## src/etn_pkg.sv

```systemverilog
// Package for the E3 transmit nibble payload port
package etn_pkg;
  localparam logic [7:0] ETN_ADDR_MODE = 8'h00;
  localparam logic [7:0] ETN_ADDR_STATUS = 8'h01;
  localparam logic [7:0] ETN_ADDR_NIBBLE = 8'h02;
  localparam logic [7:0] ETN_ADDR_COUNT = 8'h03;
  // Mode register fields
  localparam int ETN_TRS_LSB = 0;
  localparam int ETN_FMT_BIT = 2;
  localparam int ETN_STD_BIT = 6;
  localparam logic [7:0] ETN_MODE_RESET = 8'h29;
  localparam logic [1:0] ETN_TRS_FRAME_REF = 2'h1;
  // Timing
  localparam int ETN_CLK_DIV = 4;
  localparam int ETN_SAMPLE_EDGE = 3;
  localparam int ETN_FRAME_BITS = 1536;
  localparam int ETN_FRAME_NIBBLES = ETN_FRAME_BITS / 4;
  localparam real ETN_REF_MHZ = 34.368;
  localparam real ETN_NIB_MHZ = ETN_REF_MHZ / ETN_CLK_DIV;
  localparam int ETN_FIFO_WIDTH = 4;
  localparam int ETN_FIFO_DEPTH = 8;

  typedef enum logic [1:0] {
    ETN_MODE_OFF,
    ETN_MODE_FRAME_REF,
    ETN_MODE_LOCAL
  } etn_mode_t;

  typedef struct packed {
    logic [1:0] timing_reference_select;
    logic frame_format;
    logic line_standard_select;
  } etn_cfg_t;

  function automatic etn_mode_t etn_decode(input logic strap,
                                           input logic [1:0] trs);
    if (!strap) begin
      return ETN_MODE_OFF;
    end else if (trs[1]) begin
      return ETN_MODE_LOCAL;
    end else if (trs == ETN_TRS_FRAME_REF) begin
      return ETN_MODE_FRAME_REF;
    end
    return ETN_MODE_OFF;
  endfunction
endpackage

```

## src/etn_fifo.sv

```systemverilog
// Small parameterised FIFO with valid and ready on both sides
`timescale 1ns/1ps
module etn_fifo #(
  parameter int WIDTH = 4,
  parameter int DEPTH = 8
) (
  // Clock and reset
  input wire logic clock,
  input wire logic rst,
  // Fill side
  input wire logic in_valid,
  output logic in_ready,
  input wire logic [WIDTH-1:0] in_data,
  // Drain side
  output logic out_valid,
  input wire logic out_ready,
  output logic [WIDTH-1:0] out_data
);
  localparam int AW = $clog2(DEPTH);
  logic [WIDTH-1:0] mem [DEPTH];
  logic [AW-1:0] wr_ptr;
  logic [AW-1:0] rd_ptr;
  logic [AW:0] count;
  logic push;
  logic pop;

  assign in_ready = (count != (AW+1)'(DEPTH));
  assign out_valid = (count != '0);
  assign out_data = mem[rd_ptr];
  assign push = in_valid && in_ready;
  assign pop = out_valid && out_ready;

  always_ff @(posedge clock) begin
    if (push) begin
      mem[wr_ptr] <= in_data;
    end
  end

  always_ff @(posedge clock) begin
    if (rst) begin
      wr_ptr <= '0;
      rd_ptr <= '0;
      count <= '0;
    end else begin
      if (push) begin
        wr_ptr <= (wr_ptr == AW'(DEPTH-1)) ? '0 : wr_ptr + 1'b1;
      end
      if (pop) begin
        rd_ptr <= (rd_ptr == AW'(DEPTH-1)) ? '0 : rd_ptr + 1'b1;
      end
      if (push && !pop) begin
        count <= count + 1'b1;
      end else if (pop && !push) begin
        count <= count - 1'b1;
      end
    end
  end
endmodule

```

## src/etn_port.sv

```systemverilog
// Transmit payload nibble port of one E3 framer channel
`timescale 1ns/1ps
// How it works
// - Divide reference clock by four, drive out
// - Capture payload nibbles each nibble clock
// - Frames start in frame-reference mode, aligned by the external pulse
// - Marker high one bit, frame last bit
// - Sample on third reference edge after nibble clock rise
// - Nibble clock is quarter of reference
// - Overhead internal, overhead indicator held low
module etn_port
  import etn_pkg::*;
(
  // Clock and reset; clock is the transmit reference clock
  input wire logic clock,
  input wire logic rst,
  // Configuration strap
  input wire logic parallel_interface_strap,
  // Terminal equipment side
  input wire logic [3:0] tx_payload_nibble_in,
  input wire logic tx_frame_reference_in,
  output logic tx_quarter_rate_clock_out,
  output logic tx_last_bit_marker,
  output logic tx_overhead_indicator,
  // Payload toward the framer core
  output logic [3:0] core_nibble,
  output logic core_valid,
  input wire logic core_ready,
  output logic tx_overflow,
  // Register port
  input wire logic [7:0] reg_addr,
  input wire logic [7:0] reg_wdata,
  input wire logic reg_write,
  input wire logic reg_read,
  output logic [7:0] reg_rdata
);

  //////////////////////////////////////////////////////////////////////////
  // Registers
  logic [7:0] framer_operating_mode;
  etn_cfg_t cfg;
  etn_mode_t mode;
  logic [1:0] div_cnt;
  logic [1:0] next_div_cnt;
  logic [8:0] nib_cnt;
  logic [1:0] bit_cnt;
  logic sample_en;
  logic [3:0] last_nibble;
  logic overflow_sticky;
  logic fifo_in_ready;
  logic fifo_out_valid;
  logic [3:0] fifo_out_data;
  logic active;

  assign cfg.timing_reference_select =
    framer_operating_mode[ETN_TRS_LSB +: 2];
  assign cfg.frame_format = framer_operating_mode[ETN_FMT_BIT];
  assign cfg.line_standard_select = framer_operating_mode[ETN_STD_BIT];
  assign mode = etn_decode(parallel_interface_strap,
                           cfg.timing_reference_select);
  assign active = (mode != ETN_MODE_OFF);

  always_ff @(posedge clock) begin
    if (rst) begin
      framer_operating_mode <= ETN_MODE_RESET;
    end else if (reg_write && reg_addr == ETN_ADDR_MODE) begin
      framer_operating_mode <= reg_wdata;
    end
  end

  // Read data stand only in the cycle after the strobe
  always_ff @(posedge clock) begin
    if (rst) begin
      reg_rdata <= 8'h00;
    end else if (reg_read) begin
      case (reg_addr)
        ETN_ADDR_MODE: reg_rdata <= framer_operating_mode;
        ETN_ADDR_STATUS: reg_rdata <= {4'h0, overflow_sticky,
                                       fifo_out_valid, mode};
        ETN_ADDR_NIBBLE: reg_rdata <= {4'h0, last_nibble};
        ETN_ADDR_COUNT: reg_rdata <= nib_cnt[8:1];
        default: reg_rdata <= 8'h00;
      endcase
    end else begin
      reg_rdata <= 8'h00;
    end
  end

  //////////////////////////////////////////////////////////////////////////
  // Quarter rate clock: high for two reference cycles of four. It starts
  // low after reset or enable, so even the first high phase is full width.
  assign next_div_cnt = div_cnt + 2'h1;

  always_ff @(posedge clock) begin
    if (rst || !active) begin
      div_cnt <= 2'h0;
      tx_quarter_rate_clock_out <= 1'b0;
    end else begin
      div_cnt <= next_div_cnt;
      tx_quarter_rate_clock_out <= (next_div_cnt >= 2'(ETN_CLK_DIV / 2));
    end
  end

  // The nibble clock rises as the divider leaves 1; the capture edge is
  // the third one after that, when the divider leaves 0. The far end moves
  // its data one edge after the rise, so sampling late gives it margin.
  always_ff @(posedge clock) begin
    if (rst || !active) begin
      sample_en <= 1'b0;
    end else begin
      sample_en <= (div_cnt == 2'(ETN_SAMPLE_EDGE));
    end
  end

  //////////////////////////////////////////////////////////////////////////
  // Nibble capture into the FIFO
  always_ff @(posedge clock) begin
    if (rst) begin
      last_nibble <= 4'h0;
    end else if (sample_en) begin
      last_nibble <= tx_payload_nibble_in;
    end
  end

  // Payload cannot be paused, so a full FIFO drops and flags
  always_ff @(posedge clock) begin
    if (rst) begin
      overflow_sticky <= 1'b0;
    end else if (sample_en && !fifo_in_ready) begin
      overflow_sticky <= 1'b1;
    end else if (reg_read && reg_addr == ETN_ADDR_STATUS) begin
      overflow_sticky <= 1'b0;
    end
  end

  etn_fifo #(
    .WIDTH(ETN_FIFO_WIDTH),
    .DEPTH(ETN_FIFO_DEPTH)
  ) u_fifo (
    .clock(clock),
    .rst(rst),
    .in_valid(sample_en),
    .in_ready(fifo_in_ready),
    .in_data(tx_payload_nibble_in),
    .out_valid(fifo_out_valid),
    .out_ready(core_ready || !core_valid),
    .out_data(fifo_out_data)
  );

  always_ff @(posedge clock) begin
    if (rst) begin
      core_valid <= 1'b0;
      core_nibble <= 4'h0;
    end else if (core_ready || !core_valid) begin
      core_valid <= fifo_out_valid;
      core_nibble <= fifo_out_data;
    end
  end

  always_ff @(posedge clock) begin
    if (rst) begin
      tx_overflow <= 1'b0;
    end else begin
      tx_overflow <= overflow_sticky;
    end
  end

  //////////////////////////////////////////////////////////////////////////
  // Frame timing: free running in local mode, realigned by the
  // reference pulse in frame-reference mode.
  always_ff @(posedge clock) begin
    if (rst || !active) begin
      nib_cnt <= 9'h000;
      bit_cnt <= 2'h0;
    end else if (mode == ETN_MODE_FRAME_REF && tx_frame_reference_in) begin
      nib_cnt <= 9'h000;
      bit_cnt <= 2'h0;
    end else begin
      bit_cnt <= bit_cnt + 2'h1;
      if (bit_cnt == 2'h3) begin
        nib_cnt <= (nib_cnt == 9'(ETN_FRAME_NIBBLES - 1)) ?
                   9'h000 : nib_cnt + 9'h001;
      end
    end
  end

  // One reference cycle equals one line bit period
  always_ff @(posedge clock) begin
    if (rst || !active) begin
      tx_last_bit_marker <= 1'b0;
    end else begin
      tx_last_bit_marker <= (nib_cnt == 9'(ETN_FRAME_NIBBLES - 1)) &&
                            (bit_cnt == 2'h2);
    end
  end

  // Overhead is always internal in E3 nibble mode
  always_ff @(posedge clock) begin
    if (rst) begin
      tx_overhead_indicator <= 1'b0;
    end else begin
      tx_overhead_indicator <= 1'b0;
    end
  end
endmodule

```

## config.mk

```make
export PLATFORM = sky130hd
export DESIGN_NAME = etn_port
export DESIGN_NICKNAME = d
export VERILOG_FILES = /design/src/etn_pkg.sv /design/src/etn_fifo.sv /design/src/etn_port.sv
export SDC_FILE = /design/constraint.sdc
export NUM_CORES = 1
export LEC_CHECK = 0
export CORE_MARGIN = 5
export CORE_UTILIZATION = 55
export DETAILED_ROUTE_END_ITERATION = 6
export DONT_BUFFER_PORTS = 1
export GPL_TIMING_DRIVEN = 0
export HOLD_SLACK_MARGIN = 0.06
export PLACE_DENSITY = 0.7
export SETUP_SLACK_MARGIN = 0.2
export SLEW_MARGIN = 30
export SYNTH_ARGS = -nofsm -noshare
export SYNTH_HDL_FRONTEND = slang
export SYNTH_SLANG_ARGS = --single-unit
```

## constraint.sdc

```tcl
create_clock -name clock -period 3.05 [get_ports clock]
set_input_delay 0.61 -clock clock [delete_from_list [all_inputs] [get_ports clock]]
set_output_delay 0.61 -clock clock [all_outputs]
set_load 0.05 [all_outputs]
```

**Word-level counts from Yosys, hierarchy flattened**

Memories as Yosys holds them, arrays and structs flattened. A register that Yosys moved wholly into a read port is not among the register bits.
Cells that the tools add are included.

- Add/subtract/negate cells: 7
- Muxes and demuxes: 17
- Reduce and logical (&&, ||, !) cells: 23
- Eq/ne operators: 12
- Order comparisons: 1
- Bitwise logic cells: 1

Operator list:

| kind | number |
|---|---|
| $pmux 8 s4 | 1 |
| $eq 8x2->1 const B | 2 |
| $add 9x1->9 const B | 1 |
| $eq 9x9->1 const B | 1 |
| $logic_and 1x1->1 | 9 |
| $mux 9 | 1 |
| $eq 8x1->1 const B | 1 |
| $logic_not 8->1 | 1 |
| $mux 2 | 4 |
| $mux 4 | 2 |
| $mux 1 | 7 |
| $add 3x1->3 const B | 2 |
| $eq 2x2->1 const B | 3 |
| $eq 3x3->1 const B | 2 |
| $mux 3 | 2 |
| $reduce_bool 2->1 | 3 |
| $logic_not 1->1 | 5 |
| $add 2x1->2 const B | 2 |
| $add 4x1->4 const B | 1 |
| $eq 2x1->1 const B | 2 |
| $ne 4x4->1 const B | 1 |
| $reduce_bool 4->1 | 1 |
| $reduce_or 2->1 | 2 |
| $sub 4x1->4 const B | 1 |
| other kinds (3) | 4 |

- Register bits after elaboration: 49
- Memories: 1
- RAM bits: 32
- Logic and storage cells: 77
- Bits of input ports: 27

Memory list:

| memory | depth | bits a word | rd ports | clocked after memory_dff | wr ports | line | RTL |
|---|---|---|---|---|---|---|---|
| u_fifo.mem | 8 | 4 | 1 | 1 | 1 | etn_fifo.sv:20 | `logic [WIDTH-1:0] mem [DEPTH];` |

**Depth between registers and ports, before layout**

Gate-level depths: netlist of run 1.

- Depth in word-level cells: 9
- Depth in mapped cells: 11
- Mapped depth without buffers: 10

**Cells and area by module**

Synthesis of run 1 repeated with hierarchy kept, for this count alone.

- Cells, all modules: 312
- Area, all modules: 3,739.8 um2

Modules (own cells, without submodules):

| module | area each (um2) | times used | cells each |
|---|---|---|---|
| etn_fifo | 1,911.8 | 1 | 121 |
| etn_port | 1,828.0 | 1 | 191 |

**Worst setup path after synthesis of run 1**

No wires, ideal clock.

- Kind: in2reg
- Start point: in core_ready
- End point: reg u_fifo.count[3]
- Stages: 10
- Library setup time: 0.121 ns
- Slack: 0.560 ns
- Arrival time: 2.369 ns
- Required time: 2.929 ns
- Cell sequence: inv_1 -> a21oi_1 -> inv_1 -> ha_1 -> inv_1 -> ha_1 -> a21oi_1 -> a211oi_1 -> a31oi_1 -> mux2_2

- Word-level cells in the longest chain between the ends: 5
- Elaborated cells on any way between the ends: 7
- Those cells by class: mux (1); reduce/logical (6)

Ends and longest elaborated chain:

| what | line | RTL |
|---|---|---|
| start: declaration | etn_port.sv:28 | `input wire logic core_ready,` |
| $logic_or 1x1->1 (*) | etn_port.sv:146 | `.out_ready(core_ready \|\| !core_valid),` |
| $logic_and 1x1->1 (*) | etn_fifo.sv:31 | `assign pop = out_valid && out_ready;` |
| $logic_not 1->1 | etn_fifo.sv:51 | `if (push && !pop) begin` |
| $logic_and 1x1->1 | etn_fifo.sv:51 |  |
| $mux 4 or $reduce_bool 2->1 (tied branches) | n/a |  |
| end signal: assignment | etn_fifo.sv:52 | `count <= count + 1'b1;` |
| end signal: assignment | etn_fifo.sv:54 | `count <= count - 1'b1;` |
| end: declaration | etn_fifo.sv:23 | `logic [AW:0] count;` |

Mark *: on every way between the ends. The rest lies on a longest branch, timed or not.
A chain may end at the register's enable or synchronous reset.

**Final worst setup path of run 1**

- Start point: reg u_fifo.count[0]
- End point: reg u_fifo.count[3]

- Word-level cells in the longest chain between the ends: 5
- Elaborated cells on any way between the ends: 13
- Those cells by class: add/sub (2); eq/ne (1); mux (2); reduce/logical (8)

Ends and longest elaborated chain:

| what | line | RTL |
|---|---|---|
| $ne 4x4->1 (*) | etn_fifo.sv:27 | `assign in_ready = (count != (AW+1)'(DEPTH));` |
| $logic_and 1x1->1 (*) | etn_fifo.sv:30 | `assign push = in_valid && in_ready;` |
| via u_fifo.push | etn_fifo.sv:24 | `logic push;` |
| $logic_not 1->1 | etn_fifo.sv:53 | `end else if (pop && !push) begin` |
| $logic_and 1x1->1 | etn_fifo.sv:53 |  |
| $reduce_bool 2->1 (no source line) | n/a |  |

The timed path passes the listed nets; every way through them passes the cells marked *. The select of a mux whose other input is x is not followed.

==> results of run 1 <==
cells by family after synthesis:
| kind of cell | count (synthesis) | synth area share (%) |
|---|---|---|
| muxes | 27 | 11.0 |
| xor gates and xnor gates | 6 | 1.50 |
| adders and majority gates | 12 | 4.49 |
| DFF | 84 | 57.0 |
| and+or+nand+nor | 114 | 16.2 |
| buffers and inverters | 26 | 3.39 |
| AOI/OAI and AO/OA | 37 | 6.31 |
| other | 1 | 0.107 |
registers in the layout, summed over array words and instances, names as in the netlist, 2 cells and up:
register / count
u_fifo.mem: 32
nib_cnt: 9
framer_operating_mode: 8
reg_rdata: 8
core_nibble: 4
last_nibble: 4
u_fifo.count: 4
u_fifo.rd_ptr: 3
u_fifo.wr_ptr: 3
bit_cnt: 2
critical path, cell delays in order, from the launching register on:
cell and delay, ns:
dfxtp_2 0.37, nor4b_4 0.33, nand2b_1 0.15, buf_4 0.15
inv_1 0.12, ha_1 0.22, inv_1 0.14, ha_1 0.29
a21oi_1 0.24, a211oi_1 0.12, a31oi_1 0.20, mux2_2 0.35
cells in the final DEF, fill, tap and decap left out, drive strengths merged, types with 2 or more instances in the layout:
cell	instances
dfxtp	52
o21ai	4
o22ai	4
or3b	2
and3	4
xor2	4
nand3	8
ha	11
mux2i	15
a211o	4
mux2	3
nor4	3
nor2	43
a21oi	18
xnor2	2
nor2b	7
a31oi	2
a211oi	2
nor3	9
nand2	21
edfxtp	32
mux4	9
buf	8
clkbuf	23
nand2b	6
inv	10
nand4	3
and2	2
area by class of cell:
| cell class | instances | area [sq um] | area share (%) |
|---|---|---|---|
| clock inverter | 1 | 5.00 | 0.131 |
| clock buffer | 15 | 188 | 4.91 |
| multi-input combinational | 197 | 1410 | 36.9 |
| sequential | 84 | 2000 | 52.4 |
| buffer | 16 | 81.3 | 2.13 |
| tap | 77 | 96.3 | 2.52 |
| inverter | 10 | 37.5 | 0.982 |
Yosys cell counts, drive strengths merged, types with 4 or more instances:
cell	number
a211o	4
a21oi	18
and3	4
buf	8
clkbuf	8
dfxtp	52
edfxtp	32
ha	11
inv	10
mux2i	15
mux4	9
nand2	21
nand2b	6
nand3	8
nor2	43
nor2b	7
nor3	9
o21ai	4
o22ai	4
xor2	4
where the power goes:
group          internal [mW]  switching (mW)
combinational          0.275           0.282
clock                  0.391           0.361
sequential              1.23           0.162
repair_timing:
action | 4_1_cts | 5_1_grt
gates resized for setup | 2 | 3
setup endpoints to repair | 1 | 1
pin swaps | 0 | 0
metrics by stage:
| step | hold WS [ns] | setup slack (ns) |
|---|---|---|
| after global placement | 0.407 | 0.186 |
| final | 0.363 | 0.278 |
| after floorplan | 0.396 | 0.560 |
| after global routing | 0.333 | 0.181 |
| after detailed placement | 0.418 | 0.215 |
| after CTS | 0.349 | 0.296 |
layer usage:
metal  track usage [%]  vias to the layer above  routed length, um
met5                 0                        -                  0
met1              21.7                     1057               2970
met4              6.70                        0                103
met3              4.59                       10                341
met2              24.8                       49               3030
li1                  -                     1114                  -
worst paths after layout:
check	to	slack, ns	depth (start not counted)
worst max register to register	u_fifo.count[3]	0.28	11
worst min register to register	div_cnt[0]	0.43	1
worst min-delay path	u_fifo.mem[4][2]	0.36	0
worst max-delay path	u_fifo.count[3]	0.28	11
==> qor.csv, run 1 <==
metric,value,unit
status,"finished, final reports clean",
Site Rows,29,
total track usage,16.2,%
largest area contributor in the netlist,dfxtp_1,
Post-synth EDFFs,32,
I/O Buffers,0,
Pleak,1.40,nW
Setup crit start,u_fifo.count[0],
die width,89.9,um
Max Clock Skew,0.00749,ns
nets,357,
FMAX,361,MHz
Pwr Total,2.70,mW
Seq cells post-synth,84,
CTS tree,yes,
largest net degree at the start of global routing,14,
post-DP HPWL,4650,um
Max clock buf depth,2,
YS warnings,0,
hold_sp,tx_payload_nibble_in[2],
Syn Std Cell Area,3510,sq um
initial antenna violation count,0,
synthesized instance count,307,
GRT overflow,0,
pwr dens,707,nW/um^2
drt pass-1 iters,4,
total CTS buffers,9,
Critical Path RT,3.28,ns
Hold Crit Class,input pin to flip-flop,
Placed Instances,384,
Final setup viols,0,
leading register cell type out of synthesis,dfxtp_1,
Die Ht,89.9,um
fill cell count,507,
Diodes inserted,0,
P&R area growth vs syn,8.91,%
Crit. End Element,flip-flop,
"Clk pin slew, worst setup/hold paths",0.08,ns
Setup TNS,0,ns
Placed Area,3610,sq um
ratio of cells with drive above 1 in the final layout,12.4,%
drt total wl,6450,um
routed vias/inst,5.58,
CP Max Fanout,9,
Tmin final,2.77,ns
CTS root buffer,clkbuf_8,
"Worst Path Class, Setup",flip-flop to flip-flop,
syn avg cell area,11.4,sq um
# IOs,44,
Initial Util,55.9,%
Max Transition Viols Final,0,
fin crit share,90.9,%
Remaining DRCs,0,
post-route ant nets,0,
die area,8080,sq um
post-CTS setup buffer count,0,
number of clock sinks,84,
post-synth top area share,29.7,%
gpl congestion,0.819,
Netlist cell types,42,
Mapped Nets,346,
async set or reset register ratio after synthesis,0,%
"non-filler cells, final",400,
Worst setup SP type,flip-flop,
first-pass GRT wire length,10300,um
"Hold Violations, Final",0,
sequential fraction of the synthesis area,57.0,%
Worst IR Drop VDD,502,uV
Hold Buf Count CTS,0,
clk_lat worst skew,0.34,ns
H-tree levels,3,
"Core Util, Final",60.9,%
RSZ-0062 raised after global routing,false,
worst r2r src,u_fifo.count[0],
via count,2230,
max_slew headroom,42.9,%
vias in the first global route,2048,
Final Instance Area,3820,sq um
top post-synthesis cells by area,"dfxtp_1 30%, edfxtp_1 27%, mux4_2 5.8%, nor2_1 4.6%, mux2i_1 4.3%",
CP arrival,3.00,ns
per-cell routed wire length,16.1,um
max-cap viol count,0,
Tightest Pin Transition,0.849,ns
initial drt markers,112,
core box area,6280,sq um
Note: power is estimated with default switching activity, not from simulation.
==> inputs of run 2 (changes only) <==
--- a/config.mk
+++ b/config.mk
@@ -5,6 +5,7 @@
 export SDC_FILE = /design/constraint.sdc
 export NUM_CORES = 1
 export LEC_CHECK = 0
+export CAP_MARGIN = 10
 export CORE_MARGIN = 5
 export CORE_UTILIZATION = 55
 export DETAILED_ROUTE_END_ITERATION = 6
@@ -16,4 +17,5 @@
 export SLEW_MARGIN = 30
 export SYNTH_ARGS = -nofsm -noshare
 export SYNTH_HDL_FRONTEND = slang
+export SYNTH_HIERARCHICAL = 1
 export SYNTH_SLANG_ARGS = --single-unit
==> qor.csv, run 2 <==
metric,value,unit,change
I/O Buffers,0,,unchanged
fill cell count,551,,+8.7%
Critical Path RT,3.29,ns,about the same
uppermost routed layer,met4,,
CP cell instances,or4b_4 -> nand2_4 -> inv_2 -> ha_1 -> inv_1 -> ha_1 -> a21oi_1 -> a211oi_1 -> a31oi_1 -> mux2_2,,
die area,8550,sq um,+5.8%
drt total wl,6780,um,+5.2%
"commonest non-fill, non-tap cells in the layout","55 x dfxtp_1, 32 x edfxtp_1, 31 x nor2_1",,
Site Rows,30,,+3.4%
status,"finished, final reports clean",,
metal1 wirelength,3150,um,+5.9%
largest area contributor in the netlist,dfxtp_1,,
Tightest Pin Transition,0.920,ns,+0.0714 ns
Largest register FFs,32,,unchanged
synth cell count leaders,"55 x dfxtp_1, 32 x edfxtp_1, 31 x nor2_1",,
max-cap viol count,0,,unchanged
via count,2351,,+5.4%
Mapped Nets,351,,+1.4%
Seq cells post-synth,87,,+3.6%
post-synth top area share,29.4,%,-0.21 points
number of clock sinks,87,,+3.6%
"Core Util, Final",59.5,%,-1.4 points
Hold Crit Class,input pin to flip-flop,,
GRT overflow,0,,unchanged
clk_lat worst skew,0.34,ns,about the same
post-route ant nets,0,,unchanged
vias in the first global route,2234,,+9.1%
WP buf/inv,2,,-1
YS warnings,6,,+6
Initial Util,55.7,%,-0.27 points
ratio of cells with drive above 1 in the final layout,12.5,%,+0.12 points
CP Max Fanout,9,,unchanged
top post-synthesis cells by area,"dfxtp_1 29%, edfxtp_1 26%, mux4_1 7.0%, ha_1 3.7%, mux2i_1 3.2%",,
max_slew headroom,38.1,%,-4.8 points
CP arrival,2.95,ns,-0.05 ns
Setup TNS,0,ns,unchanged
Crit path top cell by count,ha_1,,
Pwr Total,2.63,mW,-2.6%
Pleak,1.44,nW,+3.0%
nets,362,,+1.4%
largest net degree at the start of global routing,14,,unchanged
first-pass GRT wire length,11300,um,+9.2%
adder-cell share of the synthesized area,4.22,%,-0.27 points
RSZ-0062 raised after global routing,false,,
total CTS buffers,9,,unchanged
Top delay family on crit path,simple AND/OR/NAND/NOR gates,,
Internal,1.86,mW,-2.1%
core box area,6720,sq um,+7.0%
Remaining DRCs,0,,unchanged
gpl congestion,0.792,,-3.3%
"Worst Path Class, Setup",flip-flop to flip-flop,,
Max Clock Skew,0.00686,ns,-0.000638 ns
per-cell routed wire length,16.6,um,+3.1%
Hold Buf Count CTS,0,,unchanged
async set or reset register ratio after synthesis,0,%,unchanged
"slowest stage delay, CP",0.57,ns,+0.20 ns
cts repair resizes,0,,-2
Diodes inserted,0,,unchanged
syn avg cell area,12.0,sq um,+4.8%
# IOs,44,,unchanged
Worst IR Drop VDD,584,uV,+16%
Synth Area in XOR/XNOR,1.17,%,-0.33 points
Seq pwr share,54.0,%,+2.4 points
Syn Std Cell Area,3740,sq um,+6.5%
switch share,29.5,%,-0.31 points
initial antenna violation count,0,,unchanged
Tmin final,2.71,ns,-0.0632 ns
post-synthesis compound-gate area fraction,7.16,%,+0.85 points
"commonest non-fill, non-tap cell in the layout",dfxtp_1,,
"Hold Violations, Final",0,,unchanged
P&R area growth vs syn,6.93,%,
Max clock buf depth,2,,unchanged
Post-Synth Simple-Gate Area,17.2,%,+0.98 points
Die Ht,92.5,um,+2.9%
Netlist cell types,51,,+21%
routed vias/inst,5.76,,+3.4%
CTS root buffer,clkbuf_8,,
multiplexer share of the synthesized area,12.3,%,+1.3 points
"Most flops, register",u_fifo/mem,,
Crit. End Element,flip-flop,,
most common cell in the netlist,dfxtp_1,,
post-DP HPWL,4920,um,+5.8%
met2 WL,3190,um,+5.2%
leading register cell type out of synthesis,dfxtp_1,,
combinational group share of total power,20.7,%,about the same
Worst path slowest cell,or4b_4,,
sequential fraction of the synthesis area,55.1,%,-1.9 points
fin crit share,88.8,%,-2.1 points
routed wl met3,362,um,+6.2%
die width,92.5,um,+2.9%
FMAX,369,MHz,+2.3%
total track usage,17.0,%,+0.76 points
pwr dens,659,nW/um^2,-6.8%
CTS tree,yes,,
Post-synth EDFFs,32,,unchanged
hold slack,0.359,ns,-0.00397 ns
Final setup viols,0,,unchanged
FF-to-FF setup slack,0.34,ns,+0.06 ns
H-tree levels,3,,unchanged
synthesized instance count,312,,+1.6%
largest family of logic cells by synthesized area,simple AND/OR/NAND/NOR gates,,
Max Transition Viols Final,0,,unchanged
clock power share,25.3,%,-2.5 points
NetSw,776,uW,-3.6%
drt pass-1 iters,4,,unchanged
"Clk pin slew, worst setup/hold paths",0.08,ns,about the same
initial drt markers,92,,-18%
Top Registers,"u_fifo/mem x32, nib_cnt x9",,
Worst setup SP type,flip-flop,,
post-CTS setup buffer count,0,,unchanged
[run 2: changes by cell type after synthesis, sizes merged, moves of 5 or more]
cell and delta:
o31ai +5, nand4 +5, a21oi +8, nor2 -12
[run 2: path summary, 6_finish.rpt]
| check | depth (start not counted) | from | to |
|---|---|---|---|
| max | 10 | u_fifo/count[1] | u_fifo/count[3] |
| max reg2reg | 10 | u_fifo/count[1] | u_fifo/count[3] |
| min reg2reg | 1 | div_cnt[0] | div_cnt[0] |
| min | 0 | tx_payload_nibble_in[0] | u_fifo/mem[2][0] |
[run 2: kinds of logic after synthesis]
group           count (synthesis)
xor+xnor                        5
simple gates                  111
flops                          87
buf+inv                        23
mux                            29
other cells                     1
compound gates                 44
fa+ha+maj                      12
[run 2: cell type report]
cell class	count	area [sq um]	share of cell area, %
buffer	15	72.6	1.81
clock buffer	12	135	3.38
clock inverter	4	22.5	0.563
inverter	8	30.0	0.751
multi-input combinational	202	1580	39.4
sequential	87	2060	51.6
tap	80	100	2.50
[run 2: power by group through the flow]
stage,clock network [mW],logic (mW),registers [mW]
2_1_floorplan,0,0.468,1.43
3_3_place_gp,0,0.541,1.45
3_5_place_dp,0,0.552,1.45
4_1_cts,0.687,0.555,1.42
5_1_grt,0.744,0.613,1.44
6_report,0.667,0.545,1.42
[run 2: through the flow]
| step | instance area [sq um] | setup slack, ns | std cells |
|---|---|---|---|
| final | 4000 | 0.341 | 408 |
| after global routing | 4000 | 0.206 | 408 |
| after CTS | 4000 | 0.253 | 408 |
| after detailed placement | 3840 | 0.196 | 392 |
| after global placement | 3840 | 0.232 | 392 |
| after floorplan | 3740 | 0.494 | 312 |
[run 2: metal layers]
metal / GRT usage (%) / vias up
met5: 0 / -
met4: 6.31 / 0
met3: 5.12 / 8
met1: 22.8 / 1127
li1: - / 1171
met2: 25.9 / 45
